### src/rtl/hwd_pkg.sv
// Package with constants of the hardware watchdog
package hwd_pkg;
	localparam int CNT_W = 14;
	localparam logic [CNT_W-1:0] CNT_TERM = 14'h3fff;
	localparam logic [CNT_W-1:0] CNT_RST = 14'h0000;
	localparam logic [7:0] SVC_ADDR = 8'ha6;
	localparam logic [7:0] KEY_FIRST = 8'h1e;
	localparam logic [7:0] KEY_SECOND = 8'he1;
	localparam int MC_DIV_6 = 6;
	localparam int MC_DIV_12 = 12;
	localparam int OSC_PERIOD_NS = 25;
	localparam int CLK_PERIOD_NS = 25;
	localparam int PULSE_OSC_6 = 98;
	localparam int PULSE_OSC_12 = 196;
	localparam int PULSE_CYC_6 = (PULSE_OSC_6 * OSC_PERIOD_NS) / CLK_PERIOD_NS;
	localparam int PULSE_CYC_12 = (PULSE_OSC_12 * OSC_PERIOD_NS) / CLK_PERIOD_NS;
	localparam int PULSE_W = 8;
	localparam logic [PULSE_W-1:0] PULSE_RST = 8'h00;
endpackage : hwd_pkg

### src/rtl/hwd_mc_if.sv
// Interface carrying the machine-cycle tick between divider and watchdog
`timescale 1ns/1ps
interface hwd_mc_if;
	logic mode12;
	logic tick;
	modport src (input mode12, output tick);
	modport snk (output mode12, input tick);
endinterface : hwd_mc_if

### src/rtl/hwd_mcyc.sv
// Machine-cycle divider: one-cycle tick every 6 or 12 oscillator clocks
`timescale 1ns/1ps
module hwd_mcyc (
	// Clock and reset
	input wire logic clk,
	input wire logic rst,
	// Tick carrier
	hwd_mc_if.src mc
);
	import hwd_pkg::*;

	typedef struct packed {
		logic [3:0] div;
		logic tick;
	} hwd_mcyc_st_t;

	hwd_mcyc_st_t s_q;
	hwd_mcyc_st_t s_d;
	logic [3:0] last;

	always_comb begin
		s_d = s_q;
		last = mc.mode12 ? 4'(MC_DIV_12 - 1) : 4'(MC_DIV_6 - 1);
		s_d.tick = 1'b0;
		if (s_q.div >= last) begin
			s_d.div = 4'h0;
			s_d.tick = 1'b1;
		end else begin
			s_d.div = s_q.div + 4'h1;
		end
	end

	always_ff @(posedge clk or posedge rst) begin
		if (rst) begin
			s_q <= '0;
		end else begin
			s_q <= s_d;
		end
	end

	assign mc.tick = s_q.tick;
endmodule : hwd_mcyc

### src/rtl/hwd_top.sv
// Hardware watchdog: key-sequence enable and service, overflow reset with reset-pin pulse
`timescale 1ns/1ps
module hwd_top #(
	parameter int COUNT_W = hwd_pkg::CNT_W
) (
	// Clock and reset
	input wire logic CLOCK,
	input wire logic SYS_RST,
	// Special-function register write port
	input wire logic SFR_WR,
	input wire logic [7:0] SFR_ADDR,
	input wire logic [7:0] SFR_WDATA,
	// Configuration
	input wire logic CLK12_MODE,
	// Reset pin
	input wire logic RST_PIN_I,
	output logic RST_PIN_O,
	output logic RST_PIN_OE_N,
	// Status and internal reset
	output logic WDT_RST_OUT,
	output logic WDT_ACTIVE
);
	import hwd_pkg::*;

	if (COUNT_W != CNT_W) begin : g_width_check
		$error("COUNT_W must equal the terminal-count width");
	end

	typedef struct packed {
		logic enabled;
		logic armed;
		logic [CNT_W-1:0] cnt;
		logic [PULSE_W-1:0] pulse;
		logic pin;
		logic oe_n;
		logic rst_int;
		logic pin_s1;
		logic pin_s2;
	} hwd_st_t;

	hwd_st_t s_q;
	hwd_st_t s_d;
	logic svc_wr;
	logic key1;
	logic key2;
	logic service;
	logic ovf;
	logic ext_rst;

	hwd_mc_if mc ();

	hwd_mcyc hwd_mcyc_i (
		.clk(CLOCK),
		.rst(SYS_RST),
		.mc(mc.src)
	);

	assign mc.mode12 = CLK12_MODE;

	always_comb begin
		s_d = s_q;
		ext_rst = s_q.pin_s2 & ~s_q.pin;
		svc_wr = SFR_WR & (SFR_ADDR == SVC_ADDR) & ~s_q.pin;
		key1 = svc_wr & (SFR_WDATA == KEY_FIRST);
		key2 = svc_wr & (SFR_WDATA == KEY_SECOND);
		service = key2 & s_q.armed;
		ovf = s_q.enabled & (s_q.cnt == CNT_TERM) & ~service;
		s_d.pin_s1 = RST_PIN_I;
		s_d.pin_s2 = s_q.pin_s1;
		if (svc_wr) begin
			s_d.armed = key1;
		end
		if (service) begin
			s_d.enabled = 1'b1;
			s_d.cnt = CNT_RST;
		end else if (s_q.enabled && mc.tick && !ovf) begin
			s_d.cnt = s_q.cnt + 14'h0001;
		end
		if (s_q.pin) begin
			if (s_q.pulse == PULSE_RST) begin
				s_d.pin = 1'b0;
				s_d.rst_int = 1'b0;
			end else begin
				s_d.pulse = s_q.pulse - 8'h01;
			end
		end
		if (ovf) begin
			s_d.enabled = 1'b0;
			s_d.armed = 1'b0;
			s_d.cnt = CNT_RST;
			s_d.pin = 1'b1;
			s_d.rst_int = 1'b1;
			s_d.pulse = CLK12_MODE ? 8'(PULSE_CYC_12 - 1) : 8'(PULSE_CYC_6 - 1);
		end
		if (ext_rst) begin
			s_d.enabled = 1'b0;
			s_d.armed = 1'b0;
			s_d.cnt = CNT_RST;
		end
		s_d.oe_n = ~s_d.pin;
	end

	always_ff @(posedge CLOCK or posedge SYS_RST) begin
		if (SYS_RST) begin
			s_q <= '{oe_n: 1'b1, default: '0};
		end else begin
			s_q <= s_d;
		end
	end

	// No read path exists: the service port and counter are invisible
	assign RST_PIN_O = s_q.pin;
	assign RST_PIN_OE_N = s_q.oe_n;
	assign WDT_RST_OUT = s_q.rst_int;
	assign WDT_ACTIVE = s_q.enabled;

	// Helper: length of the current reset-pin pulse
	logic [PULSE_W:0] len_q;
	logic mode_q;
	always_ff @(posedge CLOCK or posedge SYS_RST) begin
		if (SYS_RST) begin
			len_q <= '0;
			mode_q <= 1'b0;
		end else if (ovf) begin
			len_q <= '0;
			mode_q <= CLK12_MODE;
		end else if (s_q.pin) begin
			len_q <= len_q + 9'h001;
		end
	end

	AST_IDLE_ZERO: assert property (@(posedge CLOCK) disable iff (SYS_RST)
		!s_q.enabled |-> s_q.cnt == CNT_RST)
		else $error("Counter not zero while disabled");
	AST_ENABLE_ORDER: assert property (@(posedge CLOCK) disable iff (SYS_RST)
		$rose(s_q.enabled) |-> $past(s_q.armed) && $past(key2))
		else $error("Enabled without key pair");
	AST_COUNT_STEP: assert property (@(posedge CLOCK) disable iff (SYS_RST)
		s_q.enabled && mc.tick && !svc_wr && !ovf && !ext_rst |=> s_q.cnt == $past(s_q.cnt) + 14'h0001)
		else $error("Counter missed a machine cycle");
	AST_NO_SW_DISABLE: assert property (@(posedge CLOCK) disable iff (SYS_RST)
		s_q.enabled && !ovf && !ext_rst |=> s_q.enabled)
		else $error("Watchdog disabled without reset");
	AST_OVF_RESET: assert property (@(posedge CLOCK) disable iff (SYS_RST)
		s_q.enabled && s_q.cnt == CNT_TERM && !service |=> WDT_RST_OUT && RST_PIN_O && !WDT_ACTIVE)
		else $error("Overflow did not reset");
	AST_PIN_DRIVEN: assert property (@(posedge CLOCK) disable iff (SYS_RST)
		RST_PIN_O |-> !RST_PIN_OE_N && WDT_RST_OUT)
		else $error("Reset pin high but not driven");
	AST_OE_TRACK: assert property (@(posedge CLOCK) disable iff (SYS_RST)
		RST_PIN_OE_N == !RST_PIN_O)
		else $error("Output enable does not follow reset pin");
	AST_PULSE_LEN: assert property (@(posedge CLOCK) disable iff (SYS_RST)
		$fell(RST_PIN_O) |-> len_q == (mode_q ? 9'(PULSE_CYC_12) : 9'(PULSE_CYC_6)))
		else $error("Reset pulse length wrong");
	AST_SERVICE_CLEAR: assert property (@(posedge CLOCK) disable iff (SYS_RST)
		s_q.enabled && service && !ext_rst |=> s_q.cnt == CNT_RST ##1 s_q.enabled)
		else $error("Service did not clear counter");
	AST_LONE_KEY: assert property (@(posedge CLOCK) disable iff (SYS_RST)
		!s_q.enabled && !s_q.armed && key2 |=> !s_q.enabled)
		else $error("Second key alone enabled watchdog");

	COV_ENABLE: cover property (@(posedge CLOCK) disable iff (SYS_RST) $rose(s_q.enabled));
	COV_SERVICE: cover property (@(posedge CLOCK) disable iff (SYS_RST) s_q.enabled && service);
	COV_OVERFLOW: cover property (@(posedge CLOCK) disable iff (SYS_RST) $fell(RST_PIN_O));
endmodule : hwd_top

### config.mk
export PLATFORM = sky130hd
export DESIGN_NAME = hwd_top
export DESIGN_NICKNAME = d
export VERILOG_FILES = /design/src/rtl/hwd_pkg.sv /design/src/rtl/hwd_mc_if.sv /design/src/rtl/hwd_mcyc.sv /design/src/rtl/hwd_top.sv
export SDC_FILE = /design/constraint.sdc
export NUM_CORES = 1
export LEC_CHECK = 0
export ABC_CLOCK_PERIOD_IN_PS = 1700
export BUFFER_PORTS_ARGS = -buffer_cell sky130_fd_sc_hd__buf_2
export CAP_MARGIN = 5
export CORE_MARGIN = 2
export CORE_UTILIZATION = 51
export DETAILED_ROUTE_END_ITERATION = 16
export MAX_ROUTING_LAYER = met4
export PLACE_DENSITY = 0.75
export SLEW_MARGIN = 15
export SYNTH_ARGS = -nofsm -noshare
export SYNTH_HDL_FRONTEND = slang
export SYNTH_HIERARCHICAL = 1
export SYNTH_SLANG_ARGS = --single-unit
### constraint.sdc
create_clock -name CLOCK -period 1.7 [get_ports CLOCK]
set_input_delay 0.255 -clock CLOCK [delete_from_list [all_inputs] [get_ports CLOCK]]
set_output_delay 0.255 -clock CLOCK [all_outputs]
set_load 0.005 [all_outputs]
==> impl_metrics.env, run 1 <==
export IMPL_pwr_share_seq=0.415
export IMPL_via_per_inst=5.64
export IMPL_dp_hpwl_mm=2.77
export IMPL_swShare=0.357
export IMPL_seqCellArea_sq_um=855
export IMPL_path_cells="or4_4 -> nor3_4 -> mux2_4 -> mux2_4"
export IMPL_synthArstFlopShare=1.00
export IMPL_slew_headroom=0.704
export IMPL_final_common_cell="dfrtp_1"
export IMPL_gp_congestion=0.879
export IMPL_worstHoldPathCells=2
export IMPL_yosysTopAreaCell="dfrtp_1"
export IMPL_syn_inst=177
export IMPL_tightest_slew_ns=0.438
export IMPL_final_fill_count=267
export IMPL_initial_core_util=0.540
export IMPL_antenna_found_initial=0
export IMPL_vias=1562
export IMPL_crit_buf_inv=0
export IMPL_synthTopCellsByArea="dfrtp_1, xor2_1, nor3_1"
export IMPL_clock_sinks=34
export IMPL_cts_made_buffers=5
export IMPL_synth_distinct_cells=47
export IMPL_diodes=0
export IMPL_cts_root_buf="clkbuf_4"
export IMPL_synth_edff_count=0
export IMPL_grt_pass1_vias=1512
export IMPL_setup_ws_ns=-0.0918
export IMPL_dr_pass1_iters=4
export IMPL_synth_area_per_cell_sq_um=10.4
export IMPL_grt_ovfl_total=0
export IMPL_die_area_sq_um=4110
export IMPL_wirelength_mm=3.93
export IMPL_path_clk_slew_ns=0.11
export IMPL_grt_pass1_wl_mm=6.55
export IMPL_max_freq_mhz=558
export IMPL_synthesis_area_sq_um=1840
export IMPL_holdWs_ns=0.180
export IMPL_ff2ff_path_depth=4
export IMPL_layout_drive_gt1_share=0.355
export IMPL_cts_htree_levels=2
export IMPL_finalNetCount=257
export IMPL_slowest_stage="or4_4"
export IMPL_power_internal_mw=1.80
export IMPL_cp_slowest_stage_delay_ns=0.57
export IMPL_crit_path_frequent_cell="mux2_4"
export IMPL_worstPathMaxFanout=3
export IMPL_maxCapViolCount=0
export IMPL_synth_seq_cells=34
export IMPL_cp_top_family="simple AND/OR/NAND/NOR gates"
export IMPL_p_clk_frac=0.171
export IMPL_grt_use_total=0.213
export IMPL_synth_top_flop_cell="dfrtp_1"
export IMPL_startpoint_type="flop"
export IMPL_setup_viol=3
export IMPL_cp_data_arrival_time_ns=2.03
export IMPL_crit_type="flop to flop"
export IMPL_required_ns=1.94
export IMPL_core_area_sq_um=3420
export IMPL_vdd_drop_max_v=0.000733
export IMPL_port_buffers=24
export IMPL_final_cell_mix="dfrtp_1, buf_2, buf_4"
export IMPL_dp_slack_ns=-0.0886
export IMPL_slew_violations=0
export IMPL_fin_util=0.684
export IMPL_antenna_left=0
export IMPL_drc=0
export IMPL_routedWlPerCell_um=14.2
export IMPL_skew_ns=0.0111
export IMPL_power_leakage_nw=1.07
export IMPL_grt_max_degree=30
export IMPL_cts_tree="built"
export IMPL_outcome="finished, violations left"
export IMPL_num_rows=21
export IMPL_finalCriticalPeriod_ns=1.79
export IMPL_num_io_pins=25
export IMPL_yosysWarnings=6
export IMPL_netSwitchingPower_mw=1.00
export IMPL_clockBufferDepth=2
export IMPL_worstSetupPathDepth=4
export IMPL_ys_seq_area_frac=0.462
export IMPL_die_x_um=64.1
export IMPL_tns_ns=-0.165
export IMPL_syn_to_final_growth_pct=26.6
export IMPL_pwr_share_comb=0.414
export IMPL_crit_path_end_kind="flop"
export IMPL_multi_input_area_sq_um=997
export IMPL_syn_nets=204
export IMPL_drt_first_iter_violations=141
export IMPL_die_h_um=64.1
export IMPL_violations="setup timing"
export IMPL_clk_insertion_delay_late_ns=0.34
export IMPL_synth_top_area_frac=0.448
export IMPL_hold_class="input port to flop"
export IMPL_finalCritPeriodShare=1.05
export IMPL_p_per_area_nw_per_um2=1200
export IMPL_rsz0062_at_grt="yes"
export IMPL_hold_viol_final=0
[cells by family (layout without fill, tap and decap cells)]
logic type               Yosys count  in the layout  synth area share
AND/OR/NAND/NOR                   78             78             0.258
flip-flops                        34             34             0.462
AO/OA/AOI/OAI                     22             22            0.0882
XOR/XNOR                          16             16            0.0760
buffers and inverters             14             68            0.0346
multiplexers                       7              7            0.0400
adder cells (fa/ha/maj)            6              6            0.0407
[cell usage after synthesis (2+ instances only)]
cell	number
dfrtp_1	33
nor3_1	16
nor2_1	12
nand2_1	11
xor2_1	11
inv_1	10
ha_1	6
nand3_1	6
o21ai_0	5
xnor2_1	5
mux2i_1	4
nand4_1	4
nand2b_1	3
nor4bb_1	3
o21ai_2	3
or4_1	3
a21oi_1	2
a21oi_2	2
and2_1	2
and4_1	2
clkbuf_1	2
mux2_1	2
nand4b_1	2
nor2b_1	2
nor3b_1	2
nor4_1	2
o211ai_1	2
[power by group through the flow]
stage                     clock [mW]  sequential (mW)  combinational (mW)
after floorplan                    0             1.18               0.613
after global placement             0             1.16               0.951
after detailed placement           0             1.17                1.01
after CTS                      0.501             1.15                1.07
after global routing           0.534             1.19                1.29
final                          0.481             1.16                1.16
[layer usage]
layer | share of wire | track usage | up-vias
met5 | 0 | - | -
met4 | 0.023 | 0.0957 | 0
met3 | 0.065 | 0.0475 | 9
met2 | 0.45 | 0.326 | 57
met1 | 0.46 | 0.274 | 754
li1 | - | - | 742
[timing repair]
action	CTS	global route
setup buffers	2	3
pin swaps	2	4
setup endpoints to repair	5	13
gates resized for setup	2	12
hold endpoints to repair	34	0
hold buffers	2	0
[area by class of cell]
cell class                 instances  area share
inverter                          10      0.0161
tap                               46      0.0247
timing repair buffer              50       0.139
clock buffer                       6      0.0220
clock inverter                     2     0.00536
multi-input combinational        129       0.427
sequential                        34       0.366
[through the flow]
| step | std cells | power [mW] | cell area (sq um) |
|---|---|---|---|
| after detailed placement | 262 | 2.18 | 2170 |
| after CTS | 274 | 2.73 | 2270 |
| after floorplan | 177 | 1.80 | 1870 |
| final | 277 | 2.81 | 2330 |
| after global placement | 262 | 2.11 | 2170 |
| after global routing | 277 | 3.01 | 2330 |
[path summary, 6_finish.rpt]
check / startpoint / endpoint / slack, ns
hold / removal: CLK12_MODE / s_q[10] / 0.18
setup / recovery: s_q[7] / s_q[12] / -0.09
min in group asynchronous: SYS_RST / hwd_mcyc_i/s_q[1] / 0.36
max in group asynchronous: SYS_RST / RST_PIN_OE_N / 0.87
setup reg to reg: s_q[7] / s_q[12] / -0.09
hold reg to reg: s_d[0] / s_q[0] / 0.36
[flip-flops by register name (all words and copies together) (netlist names)]
name,cells
RST_PIN_O,1
WDT_RST_OUT,1
hwd_mcyc_i/mc.tick,1
s_d,1
WDT_ACTIVE,1
RST_PIN_OE_N,1
hwd_mcyc_i/s_q,4
s_q,24
[worst register-to-register path, delay by kind of cell, from the launching register on]
family        cells  cell delay (ns)
flops             1             0.41
mux               2             0.56
simple gates      2             0.71
No activity file was read; power rests on OpenSTA's default activity.
==> inputs of run 2 (changes only) <==
- REMOVE_ABC_BUFFERS: default -> 1
==> run 2 against run 1 <==
The flow still finishes with violations (setup timing). Hold slack worse by 0.024 ns. Die area did not move. Sequential share of layout area fell by 1.3 points. Count of clock-buffer cells in the layout decreased by 1. Sequential cell count unchanged. Combinational power barely moved. Wire length grew 7.9%. First-iteration DRC count is 55% lower.
==> impl_metrics.env, run 2 (synthesis results as in run 1) <==
export IMPL_via_per_inst=5.71
export IMPL_p_clk_frac=0.206
export IMPL_finalCriticalPeriod_ns=1.76
export IMPL_dp_hpwl_mm=3.00
export IMPL_final_fill_count=259
export IMPL_regMostFlops="s_q"
export IMPL_clk_insertion_delay_late_ns=0.35
export IMPL_fin_util=0.708
export IMPL_port_buffers=24
export IMPL_fin_cells=280
export IMPL_path_clk_slew_ns=0.12
export IMPL_reg_top3="s_q: 24 flops, hwd_mcyc_i/s_q: 4 flops"
export IMPL_tns_ns=-0.103
export IMPL_hold_path_startpoint="CLK12_MODE"
export IMPL_routedWlPerCell_um=15.2
export IMPL_drt_first_iter_violations=64
export IMPL_violations="setup timing"
export IMPL_pwr_share_seq=0.399
export IMPL_clock_sinks=34
export IMPL_drc=0
export IMPL_total_power_mw=2.95
export IMPL_die_x_um=64.1
export IMPL_setup_ws_ns=-0.0613
export IMPL_cp_data_arrival_time_ns=2.01
export IMPL_antenna_left=0
export IMPL_swShare=0.355
export IMPL_cts_htree_levels=2
export IMPL_vdd_drop_max_v=0.000792
export IMPL_finalCritPeriodShare=1.04
export IMPL_pwr_share_comb=0.395
export IMPL_reg2reg_from="s_q[10]"
export IMPL_vias=1598
export IMPL_p_per_area_nw_per_um2=1220
export IMPL_tightest_slew_ns=0.369
export IMPL_layout_drive_gt1_share=0.363
export IMPL_hold_class="input port to flop"
export IMPL_crit_type="flop to flop"
export IMPL_worstHoldPathCells=2
export IMPL_initial_core_util=0.540
export IMPL_final_cell_area_sq_um=2420
export IMPL_setup_viol=2
export IMPL_grt_ovfl_total=0
export IMPL_syn_to_final_growth_pct=31.1
export IMPL_grt_max_degree=30
export IMPL_gp_congestion=0.861
export IMPL_maxCapViolCount=0
export IMPL_reg2reg_slack_ns=-0.06
export IMPL_die_area_sq_um=4110
export IMPL_grt_use_total=0.229
export IMPL_clockBufferDepth=2
export IMPL_dr_pass1_iters=4
export IMPL_power_internal_mw=1.90
export IMPL_cts_made_buffers=5
export IMPL_die_h_um=64.1
export IMPL_rsz0062_at_grt="yes"
export IMPL_placed_cells=268
export IMPL_num_rows=21
export IMPL_startpoint_type="flop"
export IMPL_holdWs_ns=0.156
export IMPL_num_io_pins=25
export IMPL_place_area_sq_um=2200
export IMPL_crit_path_end_kind="flop"
export IMPL_finalNetCount=260
export IMPL_hold_viol_final=0
export IMPL_outcome="finished, violations left"
export IMPL_slew_violations=0
export IMPL_cts_tree="built"
export IMPL_grt_pass1_wl_mm=7.09
export IMPL_ff2ff_path_depth=4
export IMPL_cts_root_buf="clkbuf_4"
export IMPL_hold_path_end="s_q[10]"
export IMPL_final_cell_mix="dfrtp_1, buf_4, buf_2"
export IMPL_max_freq_mhz=568
export IMPL_worstPathMaxFanout=4
export IMPL_final_common_cell="dfrtp_1"
export IMPL_required_ns=1.95
export IMPL_diodes=0
export IMPL_antenna_found_initial=0
export IMPL_wirelength_mm=4.24
export IMPL_slew_headroom=0.754
export IMPL_core_area_sq_um=3420
export IMPL_r2r_end="s_q[12]"
export IMPL_netSwitchingPower_mw=1.05
export IMPL_power_leakage_nw=1.10
export IMPL_dp_slack_ns=-0.188
export IMPL_startpoint="s_q[10]"
export IMPL_grt_pass1_vias=1666
export IMPL_skew_ns=0.0132
export IMPL_largest_register_ffs=24
-- run 2: cell types whose count changed in the layout (fill, tap and decap cells not counted), sizes merged --
cell | before | now
bufinv | 0 | 1
clkinvlp | 1 | 2
buf | 48 | 51
clkinv | 1 | 0
clkbuf | 6 | 5
-- run 2: critical path, stage by stage (launching register included) --
cell     delay, ns
dfrtp_1       0.46
or3b_1        0.44
nor3_4        0.19
mux2_4        0.31
mux2_4        0.25
-- run 2: area by class of cell --
cell class                      count  area (sq um)  area share
Timing Repair Buffer               53           363       0.150
Tap cell                           46          57.6      0.0238
Inverter                           10          37.5      0.0155
Multi-Input combinational cell    129          1020       0.424
Sequential cell                    34           853       0.353
Clock buffer                        5          37.5      0.0155
Clock inverter                      3          45.0      0.0186
-- run 2: repair_timing --
action / 4_1_cts / 5_1_grt
setup endpoints to repair: 22 / 25
pin swaps: 4 / 5
setup buffers: 0 / 2
resized for setup: 11 / 14
endpoints found under the hold margin: 34 / 0
hold buffers: 2 / 0
-- run 2: power groups by stage --
stage,Combinational (mW),Clock [mW],Sequential [mW]
2_1_floorplan,0.561,0,1.17
6_report,1.17,0.609,1.18
3_5_place_dp,1.01,0,1.16
5_1_grt,1.29,0.657,1.20
4_1_cts,1.11,0.621,1.16
3_3_place_gp,0.943,0,1.15
-- run 2: how the worst max path moves through the flow --
stage,slack (ns),cells past startpoint,endpoint
after floorplan,-0.31,5,s_q[12]
after global placement,-0.16,4,s_q[12]
after detailed placement,-0.19,4,s_q[12]
after CTS,-0.06,4,s_q[12]
after global routing,-0.11,4,s_q[12]
final,-0.06,4,s_q[12]
-- run 2: metal layers --
layer  up-vias  global-route usage  part of all wire
met1       783               0.259              0.41
li1        753                   -                 -
met3         8              0.0563             0.056
met2        54               0.389              0.51
met4         0              0.0904             0.016
met5         -                   -                 0
==> inputs of run 3 (changes only) <==
- ABC_CLOCK_PERIOD_IN_PS: 1700 -> 1400
- BUFFER_PORTS_ARGS: -buffer_cell sky130_fd_sc_hd__buf_2 -> -buffer_cell sky130_fd_sc_hd__buf_4
- clock period: 1.7 -> 1.4 ns (I/O delays scaled with it)
==> run 3 against run 2 <==
Die area did not move. Critical endpoint unchanged. Combinational power rose by 79%. The run still ends with setup timing left. Count of clock-buffer cells in the layout rose by 2.
==> impl_metrics.env, run 3 (synthesis results as in run 1) <==
export IMPL_outcome="finished, violations left"
export IMPL_violations="setup timing"
export IMPL_finalCritPeriodShare=1.33
export IMPL_regMostFlops="s_q"
export IMPL_gp_congestion=0.878
export IMPL_die_area_sq_um=4110
export IMPL_num_io_pins=25
export IMPL_dr_pass1_iters=5
export IMPL_required_ns=1.64
export IMPL_cts_tree="built"
export IMPL_vdd_drop_max_v=0.00123
export IMPL_grt_use_total=0.312
export IMPL_antenna_left=0
export IMPL_num_rows=21
export IMPL_drc=0
export IMPL_clock_sinks=34
export IMPL_initial_core_util=0.540
export IMPL_max_freq_mhz=537
export IMPL_slowest_stage="or4_4"
export IMPL_reg2reg_from="s_q[7]"
export IMPL_ff2ff_path_depth=4
export IMPL_rsz0062_at_grt="yes"
export IMPL_maxCapViolCount=0
export IMPL_crit_path_end_kind="flop"
export IMPL_antenna_found_initial=0
export IMPL_power_leakage_nw=1.38
export IMPL_clk_insertion_delay_late_ns=0.34
export IMPL_tightest_slew_ns=0.382
export IMPL_final_cell_area_sq_um=2970
export IMPL_vias=1930
export IMPL_worstPathMaxFanout=2
export IMPL_cts_made_buffers=5
export IMPL_startpoint_type="flop"
export IMPL_final_common_cell="buf_4"
export IMPL_layout_drive_gt1_share=0.549
export IMPL_r2r_end="s_q[12]"
export IMPL_cp_slowest_stage_delay_ns=0.57
export IMPL_grt_pass1_wl_mm=9.49
export IMPL_via_per_inst=6.15
export IMPL_setup_ws_ns=-0.462
export IMPL_hold_viol_final=0
export IMPL_holdWs_ns=0.102
export IMPL_routedWlPerCell_um=21.0
export IMPL_place_area_sq_um=2390
export IMPL_finalNetCount=294
export IMPL_die_h_um=64.1
export IMPL_path_cells="or4_4 -> nor3_4 -> mux2_4 -> mux2_4"
export IMPL_port_buffers=24
export IMPL_cts_htree_levels=2
export IMPL_finalCriticalPeriod_ns=1.86
export IMPL_cp_data_arrival_time_ns=2.10
export IMPL_crit_path_frequent_cell="mux2_4"
export IMPL_core_area_sq_um=3420
export IMPL_setup_viol=27
export IMPL_diodes=0
export IMPL_hold_path_end="s_q[10]"
export IMPL_hold_class="input port to flop"
export IMPL_grt_pass1_vias=1961
export IMPL_skew_ns=0.0227
export IMPL_largest_register_ffs=24
export IMPL_worstHoldPathCells=2
export IMPL_crit_type="flop to flop"
export IMPL_final_cell_mix="buf_4, dfrtp_1, buf_6"
export IMPL_total_power_mw=4.24
export IMPL_cts_root_buf="clkbuf_4"
export IMPL_hold_path_startpoint="CLK12_MODE"
export IMPL_p_per_area_nw_per_um2=1430
export IMPL_slew_headroom=0.744
export IMPL_drt_first_iter_violations=169
export IMPL_fin_util=0.868
export IMPL_grt_max_degree=30
export IMPL_reg_top3="s_q: 24 flops, hwd_mcyc_i/s_q: 4 flops"
export IMPL_grt_ovfl_total=0
export IMPL_die_x_um=64.1
export IMPL_dp_hpwl_mm=3.25
export IMPL_slew_violations=0
export IMPL_syn_to_final_growth_pct=60.9
export IMPL_wirelength_mm=6.60
export IMPL_clockBufferDepth=2
export IMPL_path_clk_slew_ns=0.12
export IMPL_reg2reg_slack_ns=-0.46
## run 3: changes by cell type in the layout (fill, tap and decap cells not counted), sizes merged
cell / change
buf: +34
clkinvlp: -2
clkbuf: +2
## run 3: worst max-delay path by stage
| stage | from | end | slack [ns] | cells past startpoint |
|---|---|---|---|---|
| 2_1_floorplan | s_q[13] | s_q[12] | -0.61 | 5 |
| 3_3_place_gp | s_q[6] | s_q[12] | -0.46 | 4 |
| 3_5_place_dp | s_q[8] | s_q[12] | -0.51 | 4 |
| 4_1_cts | s_q[7] | s_q[12] | -0.43 | 4 |
| 5_1_grt | s_q[7] | s_q[12] | -0.47 | 4 |
| 6_report | s_q[7] | s_q[12] | -0.46 | 4 |
## run 3: critical path, delay by kind of cell (launching register included)
kind	cells	cell delay [ns]
mux	2	0.58
flops	1	0.42
simple gates	2	0.76
## run 3: metrics by stage
stage	cells	setup TNS (ns)	worst slack [ns]
2_1_floorplan	173	-7.52	-0.612
3_3_place_gp	288	-4.99	-0.464
3_5_place_dp	288	-6.37	-0.513
4_1_cts	308	-5.22	-0.431
5_1_grt	314	-9.19	-0.475
6_report	314	-8.09	-0.462
## run 3: power by group
| part | leakage (nW) | total, mW | switching [mW] | internal [mW] |
|---|---|---|---|---|
| registers | 0.434 | 1.43 | 0.206 | 1.22 |
| clock network | 0.0395 | 0.719 | 0.339 | 0.379 |
| logic | 0.904 | 2.10 | 1.02 | 1.07 |
| total | 1.38 | 4.24 | 1.57 | 2.67 |
## run 3: layout make-up
type,count,area (sq um)
Clock buffer,7,45.0
Clock inverter,1,30.0
Fill cell,170,449
Inverter,10,40.0
Multi-Input combinational cell,129,1210
Sequential cell,34,852
Tap cell,46,57.6
Timing Repair Buffer,87,729
## run 3: repair_timing
| action | in CTS | in global routing |
|---|---|---|
| hold endpoints to repair | 34 | 0 |
| endpoints found under the setup margin | 27 | 28 |
| gates cloned | 1 | 0 |
| pin swaps | 24 | 13 |
| hold buffers | 2 | 0 |
| gates resized for setup | 65 | 17 |
| setup buffers | 11 | 6 |
## run 3: metal layers
layer,share of wire,vias to the layer above,global-route usage
met4,0.041,0,0.136
met3,0.074,30,0.0827
met1,0.39,949,0.359
met5,0,-,-
met2,0.50,133,0.513
li1,-,818,-
